File: src/design/csr_core_defs.vh
// register addresses, field positions and reset values of the core special registers
`ifndef CSR_CORE_DEFS_VH
`define CSR_CORE_DEFS_VH
`define CSR_ADDR_PWR      8'h87
`define CSR_ADDR_PTRLOW   8'h82
`define CSR_ADDR_PTRHIGH  8'h83
`define CSR_ADDR_PTRPAGE  8'h84
`define CSR_ADDR_STACK    8'h81
`define CSR_ADDR_CFG      8'haf
`define CSR_ADDR_STKUP    8'hb7
`define CSR_ADDR_STATUS   8'hd0
`define CSR_RST_PWR       8'h00
`define CSR_RST_CFG       8'h00
`define CSR_RST_STATUS    8'h00
`define CSR_RST_STACK     8'h07
`define CSR_RST_PTR       8'h00
`define CSR_RST_STKUP     8'h00
`define CSR_PWR_BAUD      7
`define CSR_PWR_SERWAKE   6
`define CSR_PWR_IRQWAKE   5
`define CSR_PWR_LATCHOFF  4
`define CSR_PWR_DOWN      1
`define CSR_PWR_WMASK     8'hfe
`define CSR_CFG_STKEXT    7
`define CSR_CFG_RAMMAP    0
`define CSR_CFG_WMASK     8'h81
`define CSR_STKUP_WMASK   8'h07
`define CSR_STS_CARRY     7
`define CSR_STS_AUX       6
`define CSR_STS_BANKHI    4
`define CSR_STS_BANKLO    3
`define CSR_STS_RANGE     2
`define CSR_STS_PARITY    0
`define CSR_RAM_LIMIT     24'h0007ff
`endif

File: src/design/csr_core_regs.v
// core special registers: data pointer, stack pointer, status word, power and configuration
`include "csr_core_defs.vh"

// Notes on behaviour
// - pointer is page, high, low bytes
// - pointer increment carries into page byte
// - push increments pointer before writing
// - stack pointer resets to 07h
// - three upper bits extend stack pointer
// - upper bits hidden while extension off
// - extended stack carries 00ff to 0100
// - plain stack wraps ff to 00
// - status bits 4,3 pick register bank
// - status word at d0h, resets 00h
// - power bit 7 doubles uart baud
// - power bit 6 enables serial wake
// - power bit 5 enables irq0 wake
// - power bit 4 disables latch strobe
// - writing power bit 1 enters power-down
// - bits 3,2 spare, bit 0 unimplemented
// - config bit 0 maps on-chip ram
// - map off lets accesses go external
// - config at afh resets 00h
// - pointer above 0007ffh always external
module csr_core_regs #(
    parameter ADDR_W = 8,
    parameter DATA_W = 8
) (
    input  wire              clk_sys,
    input  wire              rst_n,
    input  wire [ADDR_W-1:0] sfrAddr,
    input  wire              sfrWrite,
    input  wire              sfrRead,
    input  wire [DATA_W-1:0] sfrWriteData,
    input  wire              bitWrite,
    input  wire [2:0]        bitIndex,
    input  wire              bitValue,
    input  wire              pointerInc,
    input  wire              stackPush,
    input  wire              stackPop,
    input  wire              flagsUpdate,
    input  wire [3:0]        flagsIn,
    input  wire              serialIrq,
    input  wire              extIrq0PinN,
    input  wire              extIrq0EdgeSelect,
    output reg  [DATA_W-1:0] sfrReadData,
    output reg               sfrReadValid,
    output reg  [23:0]       memoryAddressPointer,
    output reg  [10:0]       stackAddress,
    output reg               stackWriteStrobe,
    output reg  [1:0]        activeBank,
    output reg               uartBaudDoubler,
    output reg               latchStrobeDisable,
    output reg               powerDown,
    output reg               onchipRamSelect,
    output reg               onchipRamMapEnable
);
    reg  [7:0]  powerControl_reg;
    reg  [7:0]  coreConfig_reg;
    reg  [7:0]  statusWord_reg;
    reg  [7:0]  stackTop_reg;
    reg  [7:0]  stackUpper_reg;
    reg  [7:0]  ptrLow_reg;
    reg  [7:0]  ptrHigh_reg;
    reg  [7:0]  ptrPage_reg;
    reg  [7:0]  readMux;
    reg  [10:0] stackNext;
    reg  [23:0] pointerNext;
    wire [10:0] stackCurrent;
    wire [23:0] pointerCurrent;
    wire        stackExtEnable;
    wire        powerDownState;
    wire        wakeEvent;
    wire        enterDown;
    wire        wrPower;
    wire        wrStatusBit;

    // register write strobe for one address
    function hit;
        input [ADDR_W-1:0] a;
        input [ADDR_W-1:0] b;
        begin
            hit = (a == b);
        end
    endfunction

    // eleven-bit stack address from its two bytes
    function [10:0] stackJoin;
        input [2:0] upper;
        input [7:0] top;
        begin
            stackJoin = {upper, top};
        end
    endfunction

    // 24-bit data pointer from its three bytes
    function [23:0] pointerJoin;
        input [7:0] page;
        input [7:0] high;
        input [7:0] low;
        begin
            pointerJoin = {page, high, low};
        end
    endfunction

    // on-chip ram only up to the limit; larger pointers always leave the chip
    function onchipHit;
        input        mapOn;
        input [23:0] ptr;
        begin
            onchipHit = mapOn && (ptr <= `CSR_RAM_LIMIT);
        end
    endfunction

    // upper three bits sit above the top byte
    assign stackCurrent   = stackJoin(stackUpper_reg[2:0], stackTop_reg);
    assign pointerCurrent = pointerJoin(ptrPage_reg, ptrHigh_reg, ptrLow_reg);
    // decoded write strobes and mode bits
    assign stackExtEnable = coreConfig_reg[`CSR_CFG_STKEXT];
    assign wrPower        = sfrWrite & hit(sfrAddr, `CSR_ADDR_PWR);
    assign wrStatusBit    = bitWrite & hit(sfrAddr, `CSR_ADDR_STATUS);
    // writing one to the down bit enters power-down
    assign enterDown      = wrPower & sfrWriteData[`CSR_PWR_DOWN];

    csr_power_wake u_wake (
        .clk_sys           (clk_sys),
        .rst_n             (rst_n),
        .enterDown         (enterDown),
        .serialWakeEnable  (powerControl_reg[`CSR_PWR_SERWAKE]),
        .extIrq0WakeEnable (powerControl_reg[`CSR_PWR_IRQWAKE]),
        .extIrq0EdgeSelect (extIrq0EdgeSelect),
        .serialIrq         (serialIrq),
        .extIrq0PinN       (extIrq0PinN),
        .powerDown_reg     (powerDownState),
        .wakeEvent         (wakeEvent)
    );

    // next stack pointer for push/pop, width depends on extension
    always @* begin
        stackNext = stackCurrent;
        if (stackPush) begin
            // carry into upper bits when extended
            if (stackExtEnable)
                stackNext = stackCurrent + 11'h001;
            else
                stackNext = stackJoin(stackUpper_reg[2:0], stackTop_reg + 8'h01);
        end else if (stackPop) begin
            if (stackExtEnable)
                stackNext = stackCurrent - 11'h001;
            else
                stackNext = stackJoin(stackUpper_reg[2:0], stackTop_reg - 8'h01);
        end
    end

    // 24-bit increment, low/high overflow reaches page
    always @* begin
        pointerNext = pointerCurrent + 24'h000001;
    end

    // power control and configuration registers
    always @(posedge clk_sys or negedge rst_n) begin
        if (!rst_n) begin
            powerControl_reg <= `CSR_RST_PWR;
            coreConfig_reg   <= `CSR_RST_CFG;
        end else begin
            // bit 0 masked off, spare bits writable
            if (wrPower)
                powerControl_reg <= (sfrWriteData & `CSR_PWR_WMASK) & 8'hfd;
            // only bits 7 and 0 exist
            if (sfrWrite && hit(sfrAddr, `CSR_ADDR_CFG))
                coreConfig_reg <= sfrWriteData & `CSR_CFG_WMASK;
        end
    end

    // status word: byte writes, bit writes, core flag updates
    always @(posedge clk_sys or negedge rst_n) begin
        if (!rst_n) begin
            statusWord_reg <= `CSR_RST_STATUS;
        end else if (sfrWrite && hit(sfrAddr, `CSR_ADDR_STATUS)) begin
            statusWord_reg <= sfrWriteData;
        end else if (wrStatusBit) begin
            statusWord_reg[bitIndex] <= bitValue;
        end else if (flagsUpdate) begin
            statusWord_reg[`CSR_STS_CARRY]  <= flagsIn[3];
            statusWord_reg[`CSR_STS_AUX]    <= flagsIn[2];
            statusWord_reg[`CSR_STS_RANGE]  <= flagsIn[1];
            statusWord_reg[`CSR_STS_PARITY] <= flagsIn[0];
        end
    end

    // stack pointer bytes; push/pop beat software writes
    always @(posedge clk_sys or negedge rst_n) begin
        if (!rst_n) begin
            // stack starts at 07h, first push lands at 08h
            stackTop_reg   <= `CSR_RST_STACK;
            stackUpper_reg <= `CSR_RST_STKUP;
        end else if (stackPush || stackPop) begin
            stackTop_reg   <= stackNext[7:0];
            stackUpper_reg <= {5'h00, stackNext[10:8]};
        end else if (sfrWrite) begin
            if (hit(sfrAddr, `CSR_ADDR_STACK))
                stackTop_reg <= sfrWriteData;
            // upper bits ignore writes while disabled
            if (hit(sfrAddr, `CSR_ADDR_STKUP) && stackExtEnable)
                stackUpper_reg <= sfrWriteData & `CSR_STKUP_WMASK;
        end
    end

    always @(posedge clk_sys or negedge rst_n) begin
        if (!rst_n) begin
            ptrLow_reg  <= `CSR_RST_PTR;
            ptrHigh_reg <= `CSR_RST_PTR;
            ptrPage_reg <= `CSR_RST_PTR;
        end else if (pointerInc) begin
            ptrLow_reg  <= pointerNext[7:0];
            ptrHigh_reg <= pointerNext[15:8];
            ptrPage_reg <= pointerNext[23:16];
        end else if (sfrWrite) begin
            if (hit(sfrAddr, `CSR_ADDR_PTRLOW))
                ptrLow_reg <= sfrWriteData;
            if (hit(sfrAddr, `CSR_ADDR_PTRHIGH))
                ptrHigh_reg <= sfrWriteData;
            if (hit(sfrAddr, `CSR_ADDR_PTRPAGE))
                ptrPage_reg <= sfrWriteData;
        end
    end

    // read multiplexer, unmapped addresses return zero
    always @* begin
        case (sfrAddr)
            `CSR_ADDR_PWR:     readMux = powerControl_reg;
            `CSR_ADDR_CFG:     readMux = coreConfig_reg;
            `CSR_ADDR_STATUS:  readMux = statusWord_reg;
            `CSR_ADDR_STACK:   readMux = stackTop_reg;
            `CSR_ADDR_STKUP:   readMux = stackExtEnable ? stackUpper_reg : 8'h00;
            `CSR_ADDR_PTRLOW:  readMux = ptrLow_reg;
            `CSR_ADDR_PTRHIGH: readMux = ptrHigh_reg;
            `CSR_ADDR_PTRPAGE: readMux = ptrPage_reg;
            default:           readMux = 8'h00;
        endcase
    end

    // read-back outputs, data is the state before the request edge
    always @(posedge clk_sys or negedge rst_n) begin
        if (!rst_n) begin
            sfrReadData  <= 8'h00;
            sfrReadValid <= 1'b0;
        end else begin
            // masked bits read as zero via stored masks
            sfrReadData  <= readMux;
            sfrReadValid <= sfrRead;
        end
    end

    // stack address and store strobe towards the internal ram
    always @(posedge clk_sys or negedge rst_n) begin
        if (!rst_n) begin
            stackAddress     <= {3'h0, `CSR_RST_STACK};
            stackWriteStrobe <= 1'b0;
        end else begin
            // write strobe follows the incremented address
            stackAddress     <= stackPush ? stackNext : stackCurrent;
            stackWriteStrobe <= stackPush;
        end
    end

    // core mode levels, one cycle behind their registers; power-down clears with its register on wake
    always @(posedge clk_sys or negedge rst_n) begin
        if (!rst_n) begin
            activeBank         <= 2'h0;
            uartBaudDoubler    <= 1'b0;
            latchStrobeDisable <= 1'b0;
            powerDown          <= 1'b0;
        end else begin
            activeBank         <= {statusWord_reg[`CSR_STS_BANKHI],
                                   statusWord_reg[`CSR_STS_BANKLO]};
            uartBaudDoubler    <= powerControl_reg[`CSR_PWR_BAUD];
            latchStrobeDisable <= powerControl_reg[`CSR_PWR_LATCHOFF];
            // drop at once on wake, so the core loses no cycle
            powerDown          <= powerDownState & ~wakeEvent;
        end
    end

    // data memory map: pointer and on-chip ram decode
    always @(posedge clk_sys or negedge rst_n) begin
        if (!rst_n) begin
            memoryAddressPointer <= {3{`CSR_RST_PTR}};
            onchipRamSelect      <= 1'b0;
            onchipRamMapEnable   <= 1'b0;
        end else begin
            memoryAddressPointer <= pointerCurrent;
            onchipRamSelect      <= onchipHit(coreConfig_reg[`CSR_CFG_RAMMAP],
                                              pointerCurrent);
            onchipRamMapEnable   <= coreConfig_reg[`CSR_CFG_RAMMAP];
        end
    end
endmodule

File: src/design/csr_power_wake.v
// power-down state holder with wake detection from serial and external irq 0
module csr_power_wake (
    input  wire clk_sys,
    input  wire rst_n,
    input  wire enterDown,
    input  wire serialWakeEnable,
    input  wire extIrq0WakeEnable,
    input  wire extIrq0EdgeSelect,
    input  wire serialIrq,
    input  wire extIrq0PinN,
    output reg  powerDown_reg,
    output wire wakeEvent
);
    reg  irqSync1_reg;
    reg  irqSync2_reg;
    reg  irqPrev_reg;
    wire irqFall;
    wire irqLow;

    // two-stage synchroniser, pin is asynchronous
    always @(posedge clk_sys or negedge rst_n) begin
        if (!rst_n) begin
            irqSync1_reg <= 1'b1;
            irqSync2_reg <= 1'b1;
            irqPrev_reg  <= 1'b1;
        end else begin
            irqSync1_reg <= extIrq0PinN;
            irqSync2_reg <= irqSync1_reg;
            irqPrev_reg  <= irqSync2_reg;
        end
    end

    assign irqLow  = ~irqSync2_reg;
    assign irqFall = irqPrev_reg & ~irqSync2_reg;
    // level or falling edge per select
    assign wakeEvent = powerDown_reg & ((serialWakeEnable & serialIrq) |
                       (extIrq0WakeEnable & (extIrq0EdgeSelect ? irqFall : irqLow)));

    // wake wins over a same-cycle entry request
    always @(posedge clk_sys or negedge rst_n) begin
        if (!rst_n) begin
            powerDown_reg <= 1'b0;
        end else if (wakeEvent) begin
            powerDown_reg <= 1'b0;
        end else if (enterDown) begin
            powerDown_reg <= 1'b1;
        end
    end
endmodule

File: config.mk
export PLATFORM = sky130hd
export DESIGN_NAME = csr_core_regs
export DESIGN_NICKNAME = d
export VERILOG_FILES = /design/src/design/csr_core_regs.v /design/src/design/csr_power_wake.v
export VERILOG_INCLUDE_DIRS = /design/src /design/src/design
export SDC_FILE = /design/constraint.sdc
export NUM_CORES = 1
export LEC_CHECK = 0
export BUFFER_PORTS_ARGS = -buffer_cell sky130_fd_sc_hd__buf_2
export CAP_MARGIN = 20
export CORE_UTILIZATION = 40
export DETAILED_ROUTE_END_ITERATION = 10
export PLACE_DENSITY = 0.57
export SETUP_SLACK_MARGIN = 0.02
export SLEW_MARGIN = 20
export SYNTH_ARGS = -nofsm -noshare
export SYNTH_HDL_FRONTEND = slang
export SYNTH_SLANG_ARGS = --single-unit
File: constraint.sdc
create_clock -name clk_sys -period 2.3 [get_ports clk_sys]
set_input_delay 0.345 -clock clk_sys [delete_from_list [all_inputs] [get_ports clk_sys]]
set_output_delay 0.345 -clock clk_sys [all_outputs]
set_load 0.02 [all_outputs]
**After elaboration in Yosys (flattened, before gate mapping)**

Index checks and enable logic that the tools add are counted.

- Add/subtract/negate cells: 5
- Bitwise logic cells: 11
- Magnitude comparators: 3
- Mux-type cells: 37
- Eq/ne operators: 8
- Reduce and logical (&&, ||, !) cells: 21

Operator list:

| cell | count |
|---|---|
| $mux 8 | 17 |
| $eq 8x8->1 const B | 8 |
| $pmux 8 s8 | 1 |
| $mux 11 | 5 |
| $add 24x1->24 const B | 1 |
| $le 24x11->1 const B | 1 |
| $reduce_bool 2->1 | 9 |
| $add 11x1->11 const B | 1 |
| $sub 11x1->11 const B | 1 |
| $reduce_and 2->1 | 5 |
| $mux 1 | 9 |
| $add 8x1->8 const B | 1 |
| $and 1x1->1 | 8 |
| $bwmux 8 | 1 |
| $sub 8x1->8 const B | 1 |
| $logic_and 1x1->1 | 5 |
| $lt 3x4->1 const B | 1 |
| $mux 2 | 2 |
| $demux 1 s3 | 1 |
| $ge 3x1->1 const B | 1 |
| $mux 3 | 1 |
| $reduce_bool 3->1 | 1 |
| $not 1->1 | 2 |
| $logic_or 1x1->1 | 1 |
| $or 1x1->1 | 1 |

- Logic and storage cells: 109
- Input port bits: 36
- Output and inout port bits: 52
- Register bits after elaboration: 112

**Longest topological paths before layout**

Gate-level depths: netlist of the first run.

- Depth after elaboration: 8
- Gate-level depth with buffers: 7

**Modules after synthesis**

Synthesis of the first run repeated with hierarchy kept, for this count alone.

- Cells, all modules: 523
- Area total of the unflattened synthesis: 5,335.1 µm²

Modules (own cells, without submodules):

| module | area an instance (µm²) | seq. area each (µm²) | instances | cells an instance |
|---|---|---|---|---|
| csr_core_regs | 5,170.0 | 2,585.0 | 1 | 513 |
| csr_power_wake | 165.2 | 103.8 | 1 | 10 |

**Worst setup path after synthesis of the first run**

Ideal clock, no wire load.

- Kind: input to register
- Start point: in sfrAddr[0]
- End point: reg statusWord_reg[7]
- Slack: 359 ps
- Arrival time: 1,813 ps
- Stages: 6
- Path buffers: 1
- Data required time: 2,172 ps
- Library setup time: 128 ps
- Cells stage by stage: or3_4 > or3_1 > buf_2 > nor3b_4 > a21oi_1 > mux2_1

- Cells in the longest elaborated chain, start to end: 4
- Elaborated cells between the ends (all ways): 6
- Classes of those cells: 1 x eq/ne; 2 x mux; 1 x bitwise; 2 x reduce/logical

Ends and longest elaborated chain:

| item | line | text |
|---|---|---|
| start, declared | csr_core_regs.v:31 | `input wire [ADDR_W-1:0] sfrAddr,` |
| $eq 8x8->1 * | csr_core_regs.v:83 | `hit = (a == b);` |
| $and 1x1->1 | csr_core_regs.v:121 | `` assign wrStatusBit = bitWrite & hit(sfrAddr, `CSR_ADDR_STATUS); `` |
| $mux 2 | csr_core_regs.v:181 | `end else if (wrStatusBit) begin` |
| $mux 8 | csr_core_regs.v:179 | `` end else if (sfrWrite && hit(sfrAddr, `CSR_ADDR_STATUS)) begin `` |
| end signal, assigned | csr_core_regs.v:178 | `` statusWord_reg <= `CSR_RST_STATUS; `` |
| end signal, assigned | csr_core_regs.v:180 | `statusWord_reg <= sfrWriteData;` |
| end signal, assigned by index | csr_core_regs.v:182 | `statusWord_reg[bitIndex] <= bitValue;` |
| end, declared | csr_core_regs.v:60 | `reg [7:0] statusWord_reg;` |

Mark *: on every way between the ends. The rest lies on a longest branch, timed or not.
A chain may end at the register's enable or synchronous reset.

**Worst setup path in the final report of the first run**

- Start point: reg stackTop_reg[0]
- End point: reg stackUpper_reg[2]

- Cells in the longest elaborated chain, start to end: 5
- Elaborated cells between the ends (all ways): 7
- Classes of those cells: 2 x add/sub; 5 x mux

Ends and longest elaborated chain:

| item | line | text |
|---|---|---|
| start, declared | csr_core_regs.v:61 | `reg [7:0] stackTop_reg;` |
| start signal, assigned | csr_core_regs.v:195 | `` stackTop_reg <= `CSR_RST_STACK; `` |
| start signal, assigned | csr_core_regs.v:198 | `stackTop_reg <= stackNext[7:0];` |
| start signal, assigned | csr_core_regs.v:202 | `stackTop_reg <= sfrWriteData;` |
| $sub 11x1->11 | csr_core_regs.v:149 | `stackNext = stackCurrent - 11'h001;` |
| $mux 11 | csr_core_regs.v:148 | `if (stackExtEnable)` |
| $mux 11 | csr_core_regs.v:147 | `end else if (stackPop) begin` |
| $mux 11 * | csr_core_regs.v:141 | `if (stackPush) begin` |
| $mux 8 * | csr_core_regs.v:197 | `end else if (stackPush \|\| stackPop) begin` |
| end signal, assigned | csr_core_regs.v:196 | `` stackUpper_reg <= `CSR_RST_STKUP; `` |
| end signal, assigned | csr_core_regs.v:199 | `stackUpper_reg <= {5'h00, stackNext[10:8]};` |
| end signal, assigned | csr_core_regs.v:205 | `` stackUpper_reg <= sfrWriteData & `CSR_STKUP_WMASK; `` |
| end, declared | csr_core_regs.v:62 | `reg [7:0] stackUpper_reg;` |

Marks and branches as above.

==> impl_metrics.csv, run 1 <==
group,metric,value,unit
clock_network,cts_buffer_depth,2,
clock_network,post-cts-setup-buffers,0,
worst_setup_path,startpoint_type,"register",
logic_synthesis,syn_area,5320,um2
logic_synthesis,ys_top_cells_by_count,"98 x dfrtp_1, 43 x nor2_1, 34 x nand2_1, 28 x a21oi_1, 28 x o21ai_0",
clock_network,cts_buffers,9,
clock_network,cts_tree,"built",
drt,viasPerCell,5.80,
clock_network,clk_latency,0.36,ns
worst_setup_path,end_kind,"register",
pwr,ir_drop,0.000365,V
grt,grt_pass1_vias,4298,
pwr,pwr_density_cell,797,nW/um2
timing,fin_worst_skew,0.00855,ns
cells_and_area,fin_util,0.496,
logic_synthesis,synth_top_cell_by_area,"dfrtp_1",
placed_design,dp_cells,777,
logic_synthesis,avgSynthCellArea,10.1,um2
pwr,power_frac_seq,0.488,
die,fp.dieH,117,um
worst_setup_path,arrival,2.34,ns
grt,grt_first_pass_wirelength,24300,um
drt,totalWireLength,15200,um
grt,grt_usage,0.230,
timing,drv_slew,0,
timing,finalCriticalPeriod,2.05,ns
logic_synthesis,synth_most_common_cell,"dfrtp_1",
pwr,switching_share,0.317,
grt,grt_overflow_total,0,
drt,drt_pass1_iterations,5,
pwr,p_int,0.00344,W
pwr,p_leak,2.80,nW
timing,finalHoldViolCount,3,
logic_synthesis,yosysWarningCount,0,
drt,wl_per_cell,19.2,um
cells_and_area,drive_gt1_frac,0.258,
worst_setup_path,worstSetupPathType,"reg -> reg",
clock_network,ctsRootBufferMaster,"clkbuf_16",
timing,post-route-period-util,0.893,
timing,fin_tns_setup,0,ns
logic_synthesis,ys_ff_latch,107,
cells_and_area,nets,655,
cells_and_area,syn2layout_area_growth,19.1,%
run,maxCapViolCount,0,
die,std_cell_rows,41,
placed_design,numPortBuffers,87,
hold_path,hold_class,"in -> async",
cells_and_area,reg_top3,"memoryAddressPointer: 24 flops, stackAddress: 11 flops",
logic_synthesis,synth_fp_nets,564,
timing,fmax,0.487,GHz
drt,drc,0,
logic_synthesis,synth-edff-count,0,
cells_and_area,diodes,0,
die,core,12800,um2
clock_network,clkTransAtPathRegs,0.07,ns
logic_synthesis,ys_types,63,
cells_and_area,instances_no_fill,793,
placed_design,hpwl,10900,um
die,io_pins,88,
timing,tightest_slew,0.605,ns
clock_network,cts_sinks,107,
timing,max-slew-margin-rel,0.596,
grt,antenna_found_initial,0,
pwr,power.switching,0.00160,W
drt,ant_nets,0,
grt,grt_max_degree,47,
worst_setup_path,cp_data_required_time,2.59,ns
logic_synthesis,async_flop_share,1.00,
timing,hold_slack,-0.00361,ns
logic_synthesis,ys_top_cells_by_area,"dfrtp_1 46%, dfstp_2 4.4%, mux2_2 3.2%, nor2_1 3.0%, a21oi_1 2.6%",
worst_setup_path,critPathMaxFanout,8,
drt,dr.first_iter.drc_count,330,
die,start_util,0.416,
pwr,p_comb_frac,0.209,
clock_network,htree_levels,3,
status,violations,"negative hold slack",
clock_network,postCtsHoldBufs,0,
pwr,clockPowerShare,0.303,
die,dieWidth,117,um
logic_synthesis,synth_cells,525,
die,design.die.area,13800,um2
timing,rsz0062_at_grt,"no",
logic_synthesis,synth_top_area_share,0.461,
logic_synthesis,ys_seq_area_frac,0.506,
cells_and_area,top_register,"memoryAddressPointer",
timing,setup_viol,0,
placed_design,place_congestion,0.871,
status,outcome,"finished with violations",
drt,num_vias,4599,
clock_network,cts_resized,0,
logic_synthesis,synth_ff_type,"dfrtp_1",
cells_and_area,largest_reg_flops,24,
[layout by cell type, fill, tap and decap left out, types with 9 or more instances in the layout]
| cell | synthesis | final |
|---|---|---|
| buf_4 | 0 | 21 |
| nand3_1 | 20 | 20 |
| nor3_1 | 21 | 21 |
| clkbuf_16 | 0 | 9 |
| dfrtp_1 | 98 | 98 |
| dfstp_2 | 9 | 9 |
| a211oi_1 | 10 | 10 |
| o21ai_0 | 28 | 28 |
| nor2_1 | 43 | 43 |
| mux2_2 | 15 | 15 |
| nand4_1 | 16 | 16 |
| a21oi_1 | 28 | 28 |
| xor2_1 | 10 | 10 |
| nand2_1 | 34 | 34 |
| and3_1 | 18 | 18 |
| a221o_1 | 9 | 9 |
| buf_2 | 5 | 86 |
| a22oi_1 | 9 | 9 |
[through the flow]
stage | worst slack [ns] | hold WS, ns | total power [W] | area [um2]
detailed placement | 0.117 | 0.348 | 0.00354 | 6050
finish | 0.247 | -0.00361 | 0.00505 | 6330
global placement | 0.139 | 0.348 | 0.00353 | 6050
CTS | 0.281 | 0.0112 | 0.00508 | 6330
floorplan | 0.359 | 0.0494 | 0.00309 | 5320
global route | 0.133 | 0.0490 | 0.00529 | 6330
[layer usage]
layer / vias to the layer above / global-route usage / part of all wire
met1: 2276 / 0.328 / 0.47
met3: 16 / 0.0370 / 0.054
met2: 156 / 0.349 / 0.46
met5: - / 0 / 0
li1: 2151 / - / -
met4: 0 / 0.0893 / 0.018
[layout make-up]
| class | instances | area, um2 |
|---|---|---|
| clock inverters | 4 | 52.6 |
| inverters | 7 | 26.3 |
| fillers | 1234 | 6440 |
| clock buffers | 12 | 236 |
| repair buffers | 109 | 628 |
| well taps | 172 | 215 |
| multi-input cells | 382 | 2490 |
| flip-flops and latches | 107 | 2690 |
[worst max-delay path, cell delays in order, from the launching register on]
cell      delay (ns)
dfstp_2         0.61
ha_1            0.26
nand3_1         0.14
o22ai_1         0.29
nand2b_1        0.18
o41a_1          0.42
nand3_1         0.08
[path summary, 6_finish.rpt]
check / startpoint / end / slack, ns / cells after the start
hold reg to reg: u_wake.irqSync1_reg$_DFF_PN1_ / u_wake.irqSync2_reg$_DFF_PN1_ / 0.36 / 0
setup / recovery: stackTop_reg[0]$_DFFE_PN1P_ / stackUpper_reg[2]$_DFFE_PN0P_ / 0.25 / 6
min in group clk_sys: extIrq0PinN / u_wake.irqSync1_reg$_DFF_PN1_ / 0.08 / 1
hold / removal: rst_n / sfrReadValid$_DFF_PN0_ / -0.004 / 1
setup reg to reg: stackTop_reg[0]$_DFFE_PN1P_ / stackUpper_reg[2]$_DFFE_PN0P_ / 0.25 / 6
max in group asynchronous: rst_n / u_wake.irqPrev_reg$_DFF_PN1_ / 1.63 / 2
[power groups by stage]
stage / clock (W) / sequential [W] / combinational, W
after floorplan: 0 / 0.00254 / 0.000554
after global placement: 0 / 0.00249 / 0.00104
after detailed placement: 0 / 0.00249 / 0.00105
after CTS: 0.00157 / 0.00246 / 0.00106
after global routing: 0.00164 / 0.00250 / 0.00115
final: 0.00153 / 0.00246 / 0.00106
[kinds of logic after synthesis]
kind of cell | after synthesis | share of synthesized area
AOI/OAI and AO/OA | 134 | 0.173
xor gates and xnor gates | 17 | 0.0280
adders and majority gates | 3 | 0.00706
buffers and inverters | 36 | 0.0266
DFF | 107 | 0.506
muxes | 25 | 0.0515
and+or+nand+nor | 203 | 0.208
Note: power is estimated with default switching activity, not from simulation.
==> run 2: changes to the inputs <==
- GPL_TIMING_DRIVEN: default -> 0
==> run 2 against run 1 <==
Compared with the run above: the run now ends clean; critical path depth is the same; clock power grew 9.8%; routed wire length grew 2.8%; count of clock-buffer cells in the layout is the same; first-iteration DRC count shrank 3.3%; largest cell class unchanged; core utilization is essentially flat; register-to-register slack lost 0.04 ns; sequential share of layout area is essentially flat; largest power group unchanged; sequential power shrank 2%; worst setup slack lost 0.038 ns; flip-flop and latch count is the same.
==> impl_metrics.csv, run 2 (synthesized netlist as in run 1, its figures left out) <==
group,metric,value,unit
status,outcome,"finished clean",
pwr,p_int,0.00358,W
timing,rsz0062_at_grt,"no",
clock_network,htree_levels,3,
grt,grt_overflow_total,0,
clock_network,ctsRootBufferMaster,"clkbuf_16",
cells_and_area,final_cell_mix,"98 x dfrtp_1, 90 x buf_2, 43 x nor2_1",
worst_setup_path,startpoint_type,"register",
grt,grt_usage,0.233,
worst_setup_path,worstSetupPathType,"reg -> reg",
cells_and_area,syn2layout_area_growth,19.2,%
cells_and_area,nets,663,
clock_network,clkTransAtPathRegs,0.07,ns
timing,fmax,0.478,GHz
pwr,p_comb_frac,0.213,
clock_network,cts_buffers,9,
drt,drc,0,
pwr,power.switching,0.00162,W
pwr,pwr_density_cell,820,nW/um2
pwr,clockPowerShare,0.323,
pwr,switching_share,0.312,
worst_setup_path,critPathLaunch,"ptrLow_reg[2]$_DFFE_PN0P_",
die,design.die.area,13800,um2
grt,grt_max_degree,55,
run,maxCapViolCount,0,
die,start_util,0.416,
cells_and_area,diodes,0,
worst_setup_path,path_cells,"and3_1, clkbuf_1, nand3_1, nor3_1, a41oi_1, a221oi_1",
clock_network,clk_latency,0.36,ns
grt,grt_first_pass_wirelength,24800,um
cells_and_area,drive_gt1_frac,0.229,
cells_and_area,top_register,"memoryAddressPointer",
worst_setup_path,cpLargestDelayFamily,"simple AND/OR/NAND/NOR gates",
timing,fin_tns_setup,0,ns
clock_network,cts_tree,"built",
clock_network,post-cts-setup-buffers,0,
placed_design,place_congestion,0.880,
drt,wl_per_cell,19.5,um
timing,post-route-period-util,0.909,
grt,antenna_found_initial,0,
drt,totalWireLength,15700,um
timing,setup_viol,0,
clock_network,cts_buffer_depth,2,
drt,ant_nets,0,
drt,viasPerCell,5.83,
worst_setup_path,end_kind,"register",
cells_and_area,reg_top3,"memoryAddressPointer: 24 flops, stackAddress: 11 flops",
drt,dr.first_iter.drc_count,319,
drt,drt_pass1_iterations,5,
placed_design,numPortBuffers,86,
pwr,p_leak,2.78,nW
timing,tightest_slew,0.607,ns
clock_network,cts_sinks,107,
die,io_pins,88,
worst_setup_path,reg2reg_from,"ptrLow_reg[2]$_DFFE_PN0P_",
hold_path,worstHoldStart,"extIrq0PinN",
timing,fin_worst_skew,0.00683,ns
worst_setup_path,arrival,2.34,ns
timing,finalHoldViolCount,0,
timing,max-slew-margin-rel,0.594,
die,std_cell_rows,41,
drt,num_vias,4670,
die,dieWidth,117,um
timing,drv_slew,0,
cells_and_area,fin_util,0.496,
die,fp.dieH,117,um
pwr,power_frac_seq,0.465,
worst_setup_path,cp_data_required_time,2.54,ns
cells_and_area,largest_reg_flops,24,
die,core,12800,um2
worst_setup_path,critPathBufInv,1,
grt,grt_pass1_vias,4532,
pwr,ir_drop,0.000365,V
timing,finalCriticalPeriod,2.09,ns
worst_setup_path,cpMaxStageDelayCell,"dfrtp_1",
cells_and_area,final_common_cell,"dfrtp_1",
worst_setup_path,critPathMaxFanout,9,
hold_path,hold_class,"in -> reg",
placed_design,hpwl,11200,um
worst_setup_path,crit_path_max_incr_delay,0.49,ns
-- run 2: cell count changes in the layout (fill, tap and decap cells not counted) --
cell / delta
buf_1: +1
bufinv_16: +1
buf_12: -2
clkbuf_1: +22
buf_2: +4
nor4_4: +1
nor4_2: -1
dlygate4sd3_1: +1
clkbuf_8: +1
buf_16: +1
buf_6: +1
buf_4: -21
clkinvlp_4: -1
-- run 2: cell type report --
class                   instances  area [um2]
fillers                      1200        6440
flip-flops and latches        107        2690
multi-input cells             382        2500
repair buffers                 88         474
clock buffers                  12         246
well taps                     172         215
plain buffers                  29         115
clock inverters                 4        75.1
inverters                       7        26.3
-- run 2: repair_timing --
item | 4_1_cts | 5_1_grt
endpoints found under the setup margin | 0 | 5
endpoints found under the hold margin | 47 | 0
resized for setup | 0 | 1
hold buffers | 1 | 0
-- run 2: final timing paths --
kind                                            endpoint  slack, ns  depth (start not counted)
setup / recovery              ptrPage_reg[3]$_DFFE_PN0P_       0.21                          6
hold / removal             u_wake.irqSync1_reg$_DFF_PN1_       0.09                          1
setup reg to reg              ptrPage_reg[3]$_DFFE_PN0P_       0.21                          6
hold reg to reg            u_wake.irqSync2_reg$_DFF_PN1_       0.36                          0
max in group asynchronous   u_wake.irqPrev_reg$_DFF_PN1_       1.10                          3
min in group asynchronous         sfrReadValid$_DFF_PN0_       0.50                          2
-- run 2: worst register-to-register path: stages, from the launching register on --
cell and delay [ns]:
dfrtp_1 0.49, and3_1 0.20, clkbuf_1 0.22, nand3_1 0.27
nor3_1 0.32, a41oi_1 0.15, a221oi_1 0.33
-- run 2: through the flow --
stage / hold slack (ns) / setup slack [ns] / cells / instance area (um2) / total power, W
CTS: 0.0777 / 0.0920 / 801 / 6330 / 0.00523
finish: 0.0860 / 0.209 / 801 / 6340 / 0.00520
floorplan: 0.0494 / 0.359 / 525 / 5320 / 0.00309
detailed placement: 0.338 / 0.00532 / 784 / 6000 / 0.00354
global route: 0.0754 / 0.0522 / 801 / 6340 / 0.00545
global placement: 0.348 / -0.298 / 783 / 5960 / 0.00351
-- run 2: power by group through the flow --
stage	combinational, W	clock, W	sequential, W
global route	0.00120	0.00179	0.00245
global placement	0.00108	0	0.00244
finish	0.00110	0.00168	0.00242
detailed placement	0.00110	0	0.00245
floorplan	0.000554	0	0.00254
CTS	0.00110	0.00172	0.00241
-- run 2: layer usage --
metal  track usage  share of wire
met1         0.327           0.46
met3        0.0399          0.068
met5             0              0
met2         0.365           0.46
met4        0.0787          0.016
==> run 3: changes to the inputs <==
- PLACE_DENSITY: 0.57 -> 0.68
- REMOVE_ABC_BUFFERS: default -> 1
==> run 3 against run 2 <==
Compared with the run above: worst hold slack worse by 0.0051 ns; sequential power increased by 3%; clock skew about the same; routed wire length fell by 8.2%; non-clock buffer count shrank 25; power decreased by 2.1%; worst setup slack better by 0.046 ns; clock power down 4%; count of clock-buffer cells in the layout up 1; critical path type unchanged; critical endpoint unchanged; highest routed layer unchanged.
==> impl_metrics.csv, run 3 (synthesized netlist as in run 1, its figures left out) <==
group,metric,value,unit
status,outcome,"finished clean",
placed_design,numPortBuffers,87,
cells_and_area,top_register,"memoryAddressPointer",
grt,grt_usage,0.218,
clock_network,ctsRootBufferMaster,"clkbuf_16",
cells_and_area,reg_top3,"memoryAddressPointer: 24 flops, stackAddress: 11 flops",
hold_path,hold_class,"in -> reg",
placed_design,place_congestion,0.908,
pwr,clockPowerShare,0.318,
pwr,p_int,0.00351,W
die,core,12800,um2
drt,drt_pass1_iterations,5,
hold_path,worstHoldStart,"extIrq0PinN",
timing,finalCriticalPeriod,2.04,ns
timing,rsz0062_at_grt,"no",
clock_network,clk_latency,0.36,ns
cells_and_area,instances_no_fill,776,
drt,dr.first_iter.drc_count,310,
timing,post-route-period-util,0.889,
timing,tightest_slew,0.627,ns
timing,max-slew-margin-rel,0.581,
drt,wl_per_cell,18.5,um
cells_and_area,fin_util,0.489,
placed_design,pre_cts_ws,-0.535,ns
cells_and_area,diodes,0,
die,dieWidth,117,um
timing,setup_viol,0,
pwr,power.switching,0.00158,W
worst_setup_path,crit_path_max_incr_delay,0.50,ns
worst_setup_path,cp_data_required_time,2.55,ns
worst_setup_path,critPathMaxFanout,9,
timing,drv_slew,0,
worst_setup_path,worstSetupPathType,"reg -> reg",
clock_network,htree_levels,3,
die,std_cell_rows,41,
clock_network,cts_buffer_depth,2,
pwr,p_comb_frac,0.193,
placed_design,dp_cells,757,
drt,totalWireLength,14400,um
hold_path,worstHoldPathCells,1,
clock_network,cts_sinks,107,
grt,grt_overflow_total,0,
die,design.die.area,13800,um2
run,maxCapViolCount,0,
worst_setup_path,end_kind,"register",
timing,hold_slack,0.0809,ns
cells_and_area,largest_reg_flops,24,
pwr,switching_share,0.310,
drt,drc,0,
clock_network,cts_buffers,9,
pwr,p_leak,2.74,nW
die,start_util,0.416,
die,io_pins,88,
worst_setup_path,path_cells,"and3_1, nand3_1, nor3_1, a41oi_1, a221oi_1",
timing,worst_slack,0.255,ns
timing,fmax,0.489,GHz
worst_setup_path,cpMaxStageDelayCell,"dfrtp_1",
placed_design,hpwl,10200,um
hold_path,hold_end,"u_wake.irqSync1_reg$_DFF_PN1_",
cells_and_area,seq_area,2690,um2
cells_and_area,n_fill_cell,1209,
timing,fin_tns_setup,0,ns
cells_and_area,multi_input_area,2500,um2
timing,fin_worst_skew,0.00726,ns
cells_and_area,final_cell_mix,"98 x dfrtp_1, 86 x buf_2, 43 x nor2_1",
drt,viasPerCell,5.88,
cells_and_area,drive_gt1_frac,0.240,
grt,grt_first_pass_wirelength,23300,um
timing,finalHoldViolCount,0,
clock_network,clkTransAtPathRegs,0.07,ns
pwr,power_frac_seq,0.489,
cells_and_area,final_common_cell,"dfrtp_1",
worst_setup_path,arrival,2.30,ns
pwr,ir_drop,0.000398,V
grt,grt_pass1_vias,4305,
worst_setup_path,r2r-end,"ptrPage_reg[3]$_DFFE_PN0P_",
die,fp.dieH,117,um
drt,num_vias,4561,
worst_setup_path,regToRegSetupSlack,0.26,ns
worst_setup_path,startpoint_type,"register",
cells_and_area,syn2layout_area_growth,17.5,%
worst_setup_path,reg2reg_from,"ptrLow_reg[2]$_DFFE_PN0P_",
clock_network,cts_tree,"built",
worst_setup_path,worstRegToRegCells,5,
cells_and_area,nets,638,
drt,ant_nets,0,
pwr,pwr_density_cell,815,nW/um2
grt,antenna_found_initial,0,
grt,grt_max_degree,55,
[run 3: cell types whose count changed in the layout (fill, tap and decap cells not counted), sizes merged]
cell	before	now
bufinv	2	1
buf	93	91
inv	7	8
clkinvlp	2	0
clkinv	0	1
clkbuf	35	13
[run 3: area by class of cell]
type / count / share of cell area
flip-flops and latches: 107 / 0.430
multi-input cells: 382 / 0.400
clock buffers: 13 / 0.0433
repair buffers: 92 / 0.0803
well taps: 172 / 0.0344
inverters: 7 / 0.00421
clock inverters: 3 / 0.00701
[run 3: worst max-delay path by stage]
stage | from | end | slack [ns] | cells past startpoint
final | ptrLow_reg[2]$_DFFE_PN0P_ | ptrPage_reg[3]$_DFFE_PN0P_ | 0.26 | 5
after global routing | ptrHigh_reg[3]$_DFFE_PN0P_ | ptrHigh_reg[7]$_DFFE_PN0P_ | 0.10 | 5
after CTS | sfrAddr[5] | powerControl_reg[3]$_DFFE_PN0P_ | 0.16 | 6
after detailed placement | sfrAddr[5] | powerControl_reg[3]$_DFFE_PN0P_ | -0.53 | 6
after global placement | sfrAddr[1] | statusWord_reg[0]$_DFFE_PN0P_ | -0.88 | 6
after floorplan | sfrAddr[0] | statusWord_reg[0]$_DFFE_PN0P_ | -0.08 | 5
[run 3: worst max-delay path: cells and delay by family (launching register included)]
family / cells / cell delay [ns]
AOI/OAI and AO/OA: 2 / 0.48
and+or+nand+nor: 3 / 0.96
DFF: 1 / 0.50
[run 3: routing by layer]
layer,vias to the layer above,global-route usage,wire length (um)
met5,-,0,0
met2,192,0.318,6290
met1,2215,0.310,6680
li1,2127,-,-
met3,27,0.0457,1040
met4,0,0.101,374
[run 3: power by group through the flow]
stage          clock network (W)  registers (W)  logic (W)
6_report                 0.00162        0.00249   0.000981
4_1_cts                  0.00166        0.00248   0.000985
5_1_grt                  0.00174        0.00252    0.00108
3_5_place_dp                   0        0.00252   0.000979
3_3_place_gp                   0        0.00251   0.000953
2_1_floorplan                  0        0.00259   0.000461
[run 3: what timing repair did]
action                                 in CTS  in global routing
setup endpoints to repair                   6                  6
pin swaps                                   0                  1
hold buffers                                1                  0
endpoints found under the hold margin      50                  0
resized for setup                           1                  0
setup buffers                               0                  2
[run 3: per-stage QoR]
stage	power, W	instance area, um2
floorplan	0.00305	5200
CTS	0.00513	6230
finish	0.00509	6250
global route	0.00534	6250
detailed placement	0.00350	5900
global placement	0.00346	5850
